$ cat src/i2c_wr_defines.svh
// Constants for the I2C master write sequencer
`ifndef I2C_WR_DEFINES_SVH
`define I2C_WR_DEFINES_SVH

// ----------------------------------------------------------------
// Command entry layout
// ----------------------------------------------------------------
`define CMD_W 14
`define CMD_OPC_HI 13
`define CMD_OPC_LO 11
`define CMD_ACK_VAL 10
`define CMD_ACK_EXP 9
`define CMD_ACK_CHK 8
`define CMD_BNUM_HI 7
`define CMD_BNUM_LO 0
`define OPC_RESTART 3'h0
`define OPC_WRITE 3'h1
`define OPC_STOP 3'h2

// ----------------------------------------------------------------
// Sizes
// ----------------------------------------------------------------
`define RAM_DEPTH 16
`define RAM_AW 4
`define FIFO_DEPTH 8
`define BYTE_W 8

// ----------------------------------------------------------------
// Timing
// ----------------------------------------------------------------
`define CLK_MHZ 200
`define SCL_HALF_NS 80
`define SCL_HALF_CYC ((`SCL_HALF_NS * `CLK_MHZ) / 1000)
`define SCL_QTR_CYC (`SCL_HALF_CYC / 2)

`endif

$ cat src/i2c_wr_pkg.sv
// Types for the I2C master write sequencer
package i2c_wr_pkg;

  typedef enum logic [3:0] {
    ST_IDLE = 4'b0000,
    ST_WAIT_SCL = 4'b0001,
    ST_CMD = 4'b0010,
    ST_RS_LO = 4'b0011,
    ST_RS_HI = 4'b0100,
    ST_RS_SDA = 4'b0101,
    ST_LOAD = 4'b0110,
    ST_BIT_LO = 4'b0111,
    ST_BIT_HI = 4'b1000,
    ST_ACK_LO = 4'b1001,
    ST_ACK_HI = 4'b1010,
    ST_SP_LO = 4'b1011,
    ST_SP_HI = 4'b1100,
    ST_SP_END = 4'b1101
  } seq_state_t;

endpackage

$ cat src/i2c_master_write_sequencer.sv
// I2C master write sequencer: command list, transmit RAM, bit engine
`timescale 1ns/100ps
`include "i2c_wr_defines.svh"
module i2c_master_write_sequencer (
  input wire logic clk_sys,
  input wire logic arst_n,
  input wire logic clk_en,
  input wire logic master_select,
  input wire logic nonfifo_en,
  input wire logic config_sync_strobe,
  input wire logic transfer_go,
  input wire logic [`CMD_W-1:0] cmd_entry_0,
  input wire logic [`CMD_W-1:0] cmd_entry_1,
  input wire logic [`CMD_W-1:0] cmd_entry_2,
  input wire logic tx_wr_en,
  input wire logic [`RAM_AW-1:0] tx_wr_addr,
  input wire logic [`BYTE_W-1:0] tx_wr_data,
  input wire logic [`RAM_AW-1:0] rx_rd_addr,
  output logic [`BYTE_W-1:0] rx_rd_data,
  input wire logic irq_clr_done,
  input wire logic irq_clr_nack,
  output logic xfer_done_irq,
  output logic ack_mismatch_irq,
  output logic busy,
  input wire logic scl_in,
  output logic scl_out,
  output logic scl_oe,
  input wire logic sda_in,
  output logic sda_out,
  output logic sda_oe
);

  // ----------------------------------------------------------------
  // State
  // ----------------------------------------------------------------
  typedef struct packed {
    i2c_wr_pkg::seq_state_t st;
    logic [7:0] tmr;
    logic [1:0] cmd_idx;
    logic [2:0][`CMD_W-1:0] cmds;
    logic ms;
    logic nonfifo;
    logic scl_m;
    logic scl_s;
    logic sda_m;
    logic sda_s;
    logic scl_oe;
    logic sda_oe;
    logic pin_lo;
    logic [7:0] shift;
    logic [2:0] bit_cnt;
    logic [7:0] byte_rem;
    logic [7:0] fetch_rem;
    logic [`RAM_AW-1:0] rd_ptr;
    logic [`RAM_AW-1:0] wr_ptr;
    logic [`RAM_AW-1:0] rx_ptr;
    logic [7:0] rb;
    logic [7:0] rx_rd;
    logic first_start;
    logic nacked;
    logic done_irq;
    logic nack_irq;
    logic busy;
  } seq_t;

  localparam logic [7:0] HALF_LAST = 8'(`SCL_HALF_CYC - 1);
  localparam logic [7:0] QTR = 8'(`SCL_QTR_CYC);

  seq_t s_q;
  seq_t s_d;
  logic [`BYTE_W-1:0] tx_ram [`RAM_DEPTH];
  logic [`BYTE_W-1:0] rx_ram [`RAM_DEPTH];
  logic [`CMD_W-1:0] cur;
  logic [2:0] opc;
  logic hi_phase;
  logic counting;
  logic half_done;
  logic push_valid;
  logic push_ready;
  logic pop_valid;
  logic pop_ready;
  logic [7:0] pop_data;
  logic fifo_flush;
  logic rx_we;
  logic mismatch;

  assign cur = (s_q.cmd_idx == 2'd3) ? {`OPC_STOP, 11'h000} : s_q.cmds[s_q.cmd_idx];
  assign opc = cur[`CMD_OPC_HI:`CMD_OPC_LO];
  assign hi_phase = (s_q.st == i2c_wr_pkg::ST_RS_HI) || (s_q.st == i2c_wr_pkg::ST_BIT_HI) ||
                    (s_q.st == i2c_wr_pkg::ST_ACK_HI) || (s_q.st == i2c_wr_pkg::ST_SP_HI);
  // High phases start timing only once SCL is seen high, so slave stretching is honoured
  assign counting = hi_phase ? s_q.scl_s : 1'b1;
  assign half_done = counting && (s_q.tmr == HALF_LAST);
  assign push_valid = (s_q.fetch_rem != 8'h00);
  assign pop_ready = (s_q.st == i2c_wr_pkg::ST_LOAD);
  assign mismatch = cur[`CMD_ACK_CHK] && (s_q.sda_s != cur[`CMD_ACK_EXP]);

  tx_byte_fifo #(
    .W(`BYTE_W),
    .DEPTH(`FIFO_DEPTH)
  ) u_fifo (
    .clk_sys(clk_sys),
    .arst_n(arst_n),
    .clk_en(clk_en),
    .flush(fifo_flush),
    .in_valid(push_valid),
    .in_ready(push_ready),
    .in_data(tx_ram[s_q.rd_ptr]),
    .out_valid(pop_valid),
    .out_ready(pop_ready),
    .out_data(pop_data)
  );

  // ----------------------------------------------------------------
  // Next state
  // ----------------------------------------------------------------
  always_comb begin
    s_d = s_q;
    fifo_flush = 1'b0;
    rx_we = 1'b0;
    s_d.scl_m = scl_in;
    s_d.scl_s = s_q.scl_m;
    s_d.sda_m = sda_in;
    s_d.sda_s = s_q.sda_m;
    s_d.rx_rd = rx_ram[rx_rd_addr];
    if (counting) begin
      s_d.tmr = s_q.tmr + 8'h01;
    end
    if (config_sync_strobe && !s_q.busy) begin
      s_d.ms = master_select;
      s_d.nonfifo = nonfifo_en;
      s_d.cmds = {cmd_entry_2, cmd_entry_1, cmd_entry_0};
    end
    if (tx_wr_en && !s_q.nonfifo) begin
      s_d.wr_ptr = s_q.wr_ptr + 1'b1;
    end
    if (push_valid && push_ready) begin
      s_d.rd_ptr = s_q.rd_ptr + 1'b1;
      s_d.fetch_rem = s_q.fetch_rem - 8'h01;
    end
    case (s_q.st)
      i2c_wr_pkg::ST_IDLE: begin
        if (transfer_go && s_q.ms) begin
          s_d.st = i2c_wr_pkg::ST_WAIT_SCL;
          s_d.busy = 1'b1;
          s_d.cmd_idx = 2'd0;
          s_d.first_start = 1'b1;
          s_d.nacked = 1'b0;
          s_d.rx_ptr = '0;
          s_d.fetch_rem = 8'h00;
          fifo_flush = 1'b1;
          if (s_q.nonfifo) begin
            s_d.rd_ptr = '0;
          end
        end
      end
      i2c_wr_pkg::ST_WAIT_SCL: begin
        if (s_q.scl_s) begin
          s_d.st = i2c_wr_pkg::ST_CMD;
        end
      end
      i2c_wr_pkg::ST_CMD: begin
        case (opc)
          `OPC_RESTART: begin
            s_d.st = s_q.first_start ? i2c_wr_pkg::ST_RS_HI : i2c_wr_pkg::ST_RS_LO;
          end
          `OPC_WRITE: begin
            if (cur[`CMD_BNUM_HI:`CMD_BNUM_LO] == 8'h00) begin
              s_d.cmd_idx = s_q.cmd_idx + 2'd1;
            end else begin
              s_d.st = i2c_wr_pkg::ST_LOAD;
              s_d.byte_rem = cur[`CMD_BNUM_HI:`CMD_BNUM_LO];
              s_d.fetch_rem = cur[`CMD_BNUM_HI:`CMD_BNUM_LO];
            end
          end
          `OPC_STOP: begin
            s_d.st = i2c_wr_pkg::ST_SP_LO;
          end
          default: begin
            // Unsupported opcodes end the sequence without touching the bus
            s_d.st = i2c_wr_pkg::ST_IDLE;
            s_d.busy = 1'b0;
          end
        endcase
      end
      i2c_wr_pkg::ST_RS_LO: begin
        if (s_q.tmr == QTR) begin
          s_d.sda_oe = 1'b0;
        end
        if (half_done) begin
          s_d.st = i2c_wr_pkg::ST_RS_HI;
          s_d.scl_oe = 1'b0;
        end
      end
      i2c_wr_pkg::ST_RS_HI: begin
        if (half_done) begin
          s_d.st = i2c_wr_pkg::ST_RS_SDA;
          s_d.sda_oe = 1'b1;
        end
      end
      i2c_wr_pkg::ST_RS_SDA: begin
        if (half_done) begin
          s_d.st = i2c_wr_pkg::ST_CMD;
          s_d.scl_oe = 1'b1;
          s_d.first_start = 1'b0;
          s_d.cmd_idx = s_q.cmd_idx + 2'd1;
        end
      end
      i2c_wr_pkg::ST_LOAD: begin
        if (pop_valid) begin
          s_d.st = i2c_wr_pkg::ST_BIT_LO;
          s_d.shift = pop_data;
          s_d.bit_cnt = 3'd7;
          s_d.scl_oe = 1'b1;
        end
      end
      i2c_wr_pkg::ST_BIT_LO: begin
        if (s_q.tmr == QTR) begin
          s_d.sda_oe = ~s_q.shift[7];
        end
        if (half_done) begin
          s_d.st = i2c_wr_pkg::ST_BIT_HI;
          s_d.scl_oe = 1'b0;
        end
      end
      i2c_wr_pkg::ST_BIT_HI: begin
        if (half_done) begin
          s_d.scl_oe = 1'b1;
          s_d.rb = {s_q.rb[6:0], s_q.sda_s};
          s_d.shift = {s_q.shift[6:0], 1'b0};
          s_d.bit_cnt = s_q.bit_cnt - 3'd1;
          s_d.st = (s_q.bit_cnt == 3'd0) ? i2c_wr_pkg::ST_ACK_LO : i2c_wr_pkg::ST_BIT_LO;
        end
      end
      i2c_wr_pkg::ST_ACK_LO: begin
        if (s_q.tmr == QTR) begin
          s_d.sda_oe = 1'b0;
        end
        if (half_done) begin
          s_d.st = i2c_wr_pkg::ST_ACK_HI;
          s_d.scl_oe = 1'b0;
        end
      end
      i2c_wr_pkg::ST_ACK_HI: begin
        if (half_done) begin
          s_d.scl_oe = 1'b1;
          rx_we = 1'b1;
          s_d.rx_ptr = s_q.rx_ptr + 1'b1;
          s_d.byte_rem = s_q.byte_rem - 8'h01;
          if (mismatch) begin
            s_d.st = i2c_wr_pkg::ST_SP_LO;
            s_d.nacked = 1'b1;
            s_d.fetch_rem = 8'h00;
            fifo_flush = 1'b1;
          end else if (s_q.byte_rem == 8'h01) begin
            s_d.st = i2c_wr_pkg::ST_CMD;
            s_d.cmd_idx = s_q.cmd_idx + 2'd1;
          end else begin
            s_d.st = i2c_wr_pkg::ST_LOAD;
          end
        end
      end
      i2c_wr_pkg::ST_SP_LO: begin
        s_d.scl_oe = 1'b1;
        if (s_q.tmr == QTR) begin
          s_d.sda_oe = 1'b1;
        end
        if (half_done) begin
          s_d.st = i2c_wr_pkg::ST_SP_HI;
          s_d.scl_oe = 1'b0;
        end
      end
      i2c_wr_pkg::ST_SP_HI: begin
        if (half_done) begin
          s_d.st = i2c_wr_pkg::ST_SP_END;
          s_d.sda_oe = 1'b0;
        end
      end
      i2c_wr_pkg::ST_SP_END: begin
        if (half_done) begin
          s_d.st = i2c_wr_pkg::ST_IDLE;
          s_d.busy = 1'b0;
        end
      end
      default: begin
        s_d.st = i2c_wr_pkg::ST_IDLE;
        s_d.busy = 1'b0;
      end
    endcase
    if (s_d.st != s_q.st) begin
      s_d.tmr = 8'h00;
    end
    // Set wins over a clear in the same cycle
    if (irq_clr_done) begin
      s_d.done_irq = 1'b0;
    end
    if (irq_clr_nack) begin
      s_d.nack_irq = 1'b0;
    end
    if (s_q.st == i2c_wr_pkg::ST_SP_END && half_done && !s_q.nacked) begin
      s_d.done_irq = 1'b1;
    end
    if (s_q.st == i2c_wr_pkg::ST_ACK_HI && half_done && mismatch) begin
      s_d.nack_irq = 1'b1;
    end
  end

  // ----------------------------------------------------------------
  // Registers and memories
  // ----------------------------------------------------------------
  always_ff @(posedge clk_sys or negedge arst_n) begin
    if (!arst_n) begin
      s_q <= '0;
    end else if (clk_en) begin
      s_q <= s_d;
    end
  end

  always_ff @(posedge clk_sys) begin
    if (clk_en && tx_wr_en) begin
      tx_ram[s_q.nonfifo ? tx_wr_addr : s_q.wr_ptr] <= tx_wr_data;
    end
    if (clk_en && rx_we) begin
      rx_ram[s_q.rx_ptr] <= s_q.rb;
    end
  end

  assign scl_oe = s_q.scl_oe;
  assign sda_oe = s_q.sda_oe;
  assign scl_out = s_q.pin_lo;
  assign sda_out = s_q.pin_lo;
  assign xfer_done_irq = s_q.done_irq;
  assign ack_mismatch_irq = s_q.nack_irq;
  assign busy = s_q.busy;
  assign rx_rd_data = s_q.rx_rd;

endmodule

$ cat src/tx_byte_fifo.sv
// Byte FIFO between transmit RAM fetch and the bit shifter
`timescale 1ns/100ps
module tx_byte_fifo #(
  parameter int W = 8,
  parameter int DEPTH = 8
) (
  input wire logic clk_sys,
  input wire logic arst_n,
  input wire logic clk_en,
  input wire logic flush,
  input wire logic in_valid,
  output logic in_ready,
  input wire logic [W-1:0] in_data,
  output logic out_valid,
  input wire logic out_ready,
  output logic [W-1:0] out_data
);
  localparam int AW = $clog2(DEPTH);

  typedef struct packed {
    logic [AW-1:0] wp;
    logic [AW-1:0] rp;
    logic [AW:0] cnt;
  } fifo_state_t;

  fifo_state_t s_q;
  fifo_state_t s_d;
  logic [W-1:0] mem [DEPTH];
  logic push;
  logic pop;

  assign in_ready = (s_q.cnt != (AW+1)'(DEPTH));
  assign out_valid = (s_q.cnt != '0);
  assign out_data = mem[s_q.rp];
  assign push = in_valid && in_ready && !flush;
  assign pop = out_valid && out_ready && !flush;

  always_comb begin
    s_d = s_q;
    if (flush) begin
      s_d = '0;
    end else begin
      if (push) begin
        s_d.wp = (s_q.wp == AW'(DEPTH - 1)) ? '0 : s_q.wp + 1'b1;
      end
      if (pop) begin
        s_d.rp = (s_q.rp == AW'(DEPTH - 1)) ? '0 : s_q.rp + 1'b1;
      end
      s_d.cnt = s_q.cnt + (AW+1)'(push) - (AW+1)'(pop);
    end
  end

  always_ff @(posedge clk_sys or negedge arst_n) begin
    if (!arst_n) begin
      s_q <= '0;
    end else if (clk_en) begin
      s_q <= s_d;
    end
  end

  always_ff @(posedge clk_sys) begin
    if (clk_en && push) begin
      mem[s_q.wp] <= in_data;
    end
  end

endmodule
$ cat config.mk
export PLATFORM = sky130hd
export DESIGN_NAME = i2c_master_write_sequencer
export DESIGN_NICKNAME = d
export VERILOG_FILES = /design/src/i2c_wr_pkg.sv /design/src/i2c_master_write_sequencer.sv /design/src/tx_byte_fifo.sv
export VERILOG_INCLUDE_DIRS = /design/src
export SDC_FILE = /design/constraint.sdc
export NUM_CORES = 1
export LEC_CHECK = 0
export BUFFER_PORTS_ARGS = -buffer_cell sky130_fd_sc_hd__buf_2
export CORE_ASPECT_RATIO = 1.25
export CORE_MARGIN = 10
export CORE_UTILIZATION = 60
export DETAILED_ROUTE_END_ITERATION = 8
export GPL_TIMING_DRIVEN = 0
export MAX_ROUTING_LAYER = met4
export PLACE_DENSITY_LB_ADDON = 0.3
export REMOVE_ABC_BUFFERS = 1
export SLEW_MARGIN = 20
export SYNTH_ARGS = -nofsm -noshare
export SYNTH_HDL_FRONTEND = slang
export SYNTH_SLANG_ARGS = --single-unit
$ cat constraint.sdc
create_clock -name clk_sys -period 5 [get_ports clk_sys]
set_input_delay 1 -clock clk_sys [delete_from_list [all_inputs] [get_ports clk_sys]]
set_output_delay 1 -clock clk_sys [all_outputs]
set_load 0.01 [all_outputs]
Word-level counts from Yosys, hierarchy flattened:

Memory sizes are Yosys's and may differ from the RTL's. A register that Yosys moved wholly into a read port is not among the register bits.
Cells that the tools add are included.

* bits in registers: 126
* RAM bits: 320
* bits of input ports: 70
* output and inout port bits: 15
* memories: 3

Memories
* rx_ram: words 16, width 8, rd ports 1, clocked after Yosys merged registers in 1, wr ports 1, RTL line i2c_master_write_sequencer.sv:72 `` logic [`BYTE_W-1:0] rx_ram [`RAM_DEPTH]; ``
* tx_ram: words 16, width 8, rd ports 1, clocked after Yosys merged registers in 0, wr ports 1, RTL line i2c_master_write_sequencer.sv:71 `` logic [`BYTE_W-1:0] tx_ram [`RAM_DEPTH]; ``
* u_fifo.mem: words 8, width 8, rd ports 1, clocked after Yosys merged registers in 0, wr ports 1, RTL line tx_byte_fifo.sv:28 `logic [W-1:0] mem [DEPTH];`

* add/subtract/negate cells: 12
* magnitude comparators: 1
* equal/unequal tests: 44
* muxes and demuxes: 89
* bitwise gates (word level): 2
* reductions and logical operators: 64

Operators by type and width (number)
* 2-to-1 mux 4 bit: 21
* one-hot mux 4 bit (14 select lines): 1
* 2-to-1 mux 16 bit: 3
* inequality test 2 bit, second input constant: 15
* binary-select mux 14 bit (select 2 bit): 1
* 2-to-1 mux 14 bit: 2
* 2-to-1 mux 1 bit: 27
* == test 4 bit, second input constant: 6
* 2-to-1 mux 12 bit: 2
* 2-to-1 mux 8 bit: 3
* one-hot mux 8 bit (3 select lines): 1
* 2-to-1 mux 11 bit: 2
* one-hot mux 11 bit (2 select lines): 1
* AND reduction 5 bit: 4
* 2-to-1 mux 3 bit: 6
* nonzero test 2 bit: 9
* == test 4 x 3 -> 1 bit, second input constant: 4
* == test 8 x 4 -> 1 bit, second input constant: 2
* logical AND 1 bit: 16
* 2-to-1 mux 2 bit: 8
* one-hot mux 8 bit (2 select lines): 1
* subtractor 8 x 1 -> 8 bit, second input constant: 2
* AND reduction 2 bit: 7
* adder 4 x 1 -> 4 bit, second input constant: 3
* other kinds (41): 65

Longest topological paths before layout:

* depth in word-level cells: 13
* depth in mapped cells: 15
* mapped depth without buffers: 13

Hierarchy:

A second synthesis with hierarchy kept.

* cell total of the unflattened synthesis: 1298
* area total of the unflattened synthesis: 19926.6 sq um

By module, submodules not included
* i2c_master_write_sequencer: times used 1, cells an instance 1097, area an instance 16657.2 sq um, sequential area each 10715.3 sq um
* tx_byte_fifo: times used 1, cells an instance 201, area an instance 3269.4 sq um, sequential area each 2172.1 sq um

Least setup slack after synthesis:

OpenSTA, ideal clock, no wires.

* path type: input -> register
* from: in rx_rd_addr[0]
* to: reg rx_rd_data[0] (netlist name)
* setup time: 0.125 ns
* arrival: 3.026 ns
* required time: 4.875 ns
* slack: 1.849 ns
* stages on the path: 5
* buffers on the path: 2
* cells stage by stage: clkbuf_1 -> buf_1 -> mux4_2 -> mux4_2 -> mux2_2

RTL lines
* start, declared: RTL line i2c_master_write_sequencer.sv:18 `` input wire logic [`RAM_AW-1:0] rx_rd_addr, ``

Final worst setup path:

* from: reg s_q[112] in the netlist's numbering
* to: reg u_fifo.s_q[1] in the netlist's numbering

* longest elaborated chain between the ends: 13
* elaborated cells on any way between the ends: 15
* those cells by class: add/sub (2); eq/ne (2); mux (7); reduce/logical (4)

Ends and longest elaborated chain
* start, declared: RTL line i2c_master_write_sequencer.sv:69 `seq_t s_q;`
* start signal, assigned: RTL line i2c_master_write_sequencer.sv:313 `s_q <= '0;`
* start signal, assigned: RTL line i2c_master_write_sequencer.sv:315 `s_q <= s_d;`
* binary-select mux 14 bit (select 2 bit): RTL line i2c_master_write_sequencer.sv:87 `` assign cur = (s_q.cmd_idx == 2'd3) ? {`OPC_STOP, 11'h000} : s_q.cmds[s_q.cmd_idx]; ``
* 2-to-1 mux 14 bit (implied by the code): RTL line i2c_master_write_sequencer.sv:87
* 2-to-1 mux 14 bit (*): RTL line i2c_master_write_sequencer.sv:87
* inequality test 1 bit: RTL line i2c_master_write_sequencer.sv:96 `` assign mismatch = cur[`CMD_ACK_CHK] && (s_q.sda_s != cur[`CMD_ACK_EXP]); ``
* logical AND 1 bit (*): RTL line i2c_master_write_sequencer.sv:96
* 2-to-1 mux 1 bit (*): RTL line i2c_master_write_sequencer.sv:250 `if (mismatch) begin`
* 2-to-1 mux 1 bit (*): RTL line i2c_master_write_sequencer.sv:245 `if (half_done) begin`
* one-hot mux 1 bit (2 select lines) (*): RTL line i2c_master_write_sequencer.sv:141 `case (s_q.st)`
* logical NOT 1 bit: RTL line tx_byte_fifo.sv:35, tx_byte_fifo.sv:36
* logical AND 1 bit: RTL line tx_byte_fifo.sv:35 `assign push = in_valid && in_ready && !flush;`
* adder 4 x 1 -> 4 bit: RTL line tx_byte_fifo.sv:49 `s_d.cnt = s_q.cnt + (AW+1)'(push) - (AW+1)'(pop);`
* subtractor 4 x 1 -> 4 bit: RTL line tx_byte_fifo.sv:49
* 2-to-1 mux 10 bit (*): RTL line tx_byte_fifo.sv:40 `if (flush) begin`
* end signal, assigned: RTL line tx_byte_fifo.sv:55 `s_q <= '0;`
* end signal, assigned: RTL line tx_byte_fifo.sv:57 `s_q <= s_d;`
* end, declared: RTL line tx_byte_fifo.sv:26 `fifo_state_t s_q;`

Mark *: on every way between the ends. The rest lies on a longest branch, timed or not. The select of a mux whose other input is x is not followed.
A chain may end at the register's enable or synchronous reset.

==> impl_metrics.toml <==
[status]
status = "completed"

[place]
portBuffers = 79
hpwl_mm = 25.8
place_congestion = 0.907
dpl.cell_count = 1714

[route]
drc = 0
routed.top_layer = "met4"
wl_met1_mm = 15.6
drt-pass1-iter-count = 5
wirelength_mm = 39.4
post_drt_wl_per_cell_um = 22.0
routed_via_density = 6.21
vias = 11100
wl_met3_mm = 1.83
wl_met2_mm = 21.0
drt-initial-drc-count = 912
drtAntennaViolNets = 0

[global_routing]
grtUsageTotal = 0.201
grt_pass1_vias = 11500
antenna_found_initial = 0
grt_pass1_wl_mm = 63.8
grt_overflow = 0
grt_max_degree = 79

[worst_setup_path]
path_class = "flip-flop to flip-flop"
cp_max_fo = 30
r2r_setup_slack_ps = 1200
r2r-start = "s_q[112]"
critPathArrivalTime_ps = 4270
worstRegToRegCells = 11
cp.required_ps = 5460
critPathLaunchType = "flip-flop"
end_kind = "flip-flop"
rr_endpoint = "u_fifo.s_q[1]"

[timing]
skew_ps = 8.88
setup_tns_ps = 0
slew_viol_final = 0
period_share = 0.761
tightest_slew_ps = 1020
hold_viol_final = 0
layout_min_cycle_time_ps = 3800
rsz0062_at_grt = "no"
maxSlewHeadroom = 0.321
setup_viol = 0
timing.fmax_ghz = 0.263

[clock_tree]
worst_skew_pair.late_latency_ps = 550
hold_buffers = 0
clockBufferDepth = 3
htreeDepth = 2
numCtsBuffers = 42
clk_pin_slew_ps = 70
cts_tree = "built"
cts_resized = 0
cts.sinks = 451
cts_root_buffer = "clkbuf_16"
post_cts_buffers = 0

[die]
coreArea_um2 = 32700
rows = 74
die_x_um = 183
dieArea_um2 = 40800
start_util = 0.608
dieHeight_um = 223
pin_count = 85

[synth]
synth_area_per_cell_um2 = 15.5
synthArstFlopShare = 0.290
ys_ff_latch = 451
post-synth-top-count-cell = "edfxtp_1"
synth_edf_count = 320
synth_area_leaders = "edfxtp_1 48%, dfrtp_1 17%, mux4_2 11%, mux2_2 3.7%, nand2_1 1.7%"
synth_top_area_cell = "edfxtp_1"
yosysUniqueCellTypes = 91
yosysWarnings = 0
synth_cells = 1280
ys_seq_area_frac = 0.649
ys.flop_type = "edfxtp_1"
synthTopCellsByCount = "320 x edfxtp_1, 131 x dfrtp_1, 96 x mux4_2, 89 x nand2_1, 81 x nor2_1"
netlist_area_um2 = 19900
netlist.area_leader.share = 0.484

[hold_path]
hp-class = "input port to asynchronous set/reset pin"

[finish]
area_growth_pct = 10.4
diodes = 0
nets = 1437
drive_gt1_frac = 0.267
instances_no_fill = 1789

[job]
timing.max_cap.violations = 0

[pwr]
p_leak_uw = 0.00802
p_per_area_nw_per_um2 = 512
peakVddDrop_mv = 0.491
## registers in the layout, indices dropped and copies added (netlist names)
name / cells
s_d: 2
sda_oe: 1
u_fifo.mem: 64
s_q: 106
rx_ram: 128
ack_mismatch_irq: 1
scl_oe: 1
rx_rd_data: 8
busy: 1
xfer_done_irq: 1
tx_ram: 128
u_fifo.s_q: 10
## cell type report
class / count / area, um2
clock buffer: 57 / 1190
clock inverter: 18 / 190
fill: 2185 / 10800
inverter: 35 / 131
multi-input combinational: 726 / 6510
sequential: 451 / 12900
tap: 418 / 523
timing repair buffer: 84 / 492
## worst max-delay path, cell delays in order (launching register included)
cell and delay, ps:
dfrtp_2 760, ha_1 500, nand4bb_1 200, o21ai_2 80, a2111oi_4 730, a21o_1 370, nor2_1 90, ha_1 220
inv_1 80, fa_1 400, nand2b_1 150, o22ai_1 130
## logic make-up after synthesis
family / Yosys count / share of synthesized area
fa+ha+maj: 27 / 0.0174
simple gates: 319 / 0.0815
mux: 177 / 0.154
flops: 451 / 0.649
xor+xnor: 9 / 0.00397
buf+inv: 104 / 0.0249
compound gates: 192 / 0.0689
other cells: 1 / 0.000189
## cells in the final DEF (no fill, tap or decap), drive strengths merged, types with 13 or more instances in the layout
master    n
edfxtp  320
dfrtp   131
mux4     96
nand2    90
nor2     85
buf      84
mux2     68
o21ai    60
clkbuf   57
a21oi    39
inv      33
nor3     29
ha       26
nand2b   17
and2     17
nand3    16
clkinv   15
nor4     14
mux2i    13
## layer usage
metal / up-vias / global-route usage
met4: 0 / 0.0591
li1: 5075 / -
met2: 341 / 0.343
met5: - / -
met3: 68 / 0.0319
met1: 5622 / 0.243
## through the flow
| step | utilization | total power (uW) | worst slack, ps | cell area (um2) | hold slack (ps) |
|---|---|---|---|---|---|
| finish | 0.671 | 11200 | 1200 | 21900 | 368 |
| global placement | 0.625 | 7980 | 549 | 20400 | 452 |
| floorplan | - | 7270 | 1640 | 19500 | 436 |
| global route | 0.671 | 11800 | 933 | 21900 | 381 |
| CTS | 0.671 | 11300 | 827 | 21900 | 375 |
| detailed placement | 0.629 | 8120 | 846 | 20500 | 454 |
## power by group
group | leakage, uW | internal (uW) | switching (uW)
logic | 0.00268 | 1370 | 1460
registers | 0.00467 | 4620 | 606
clock network | 0.000672 | 1830 | 1340
## worst max-delay path by stage
stage / start / end / slack [ps] / cells after the start
after CTS: s_q[112] / u_fifo.s_q[1] / 830 / 11
after global placement: clk_en / s_q[67] / 550 / 3
after global routing: s_q[112] / u_fifo.s_q[1] / 930 / 11
final: s_q[112] / u_fifo.s_q[1] / 1200 / 11
after detailed placement: s_q[112] / u_fifo.s_q[1] / 850 / 11
after floorplan: s_q[112] / u_fifo.s_q[1] / 1640 / 11
No activity file was read; power rests on OpenSTA's default activity.
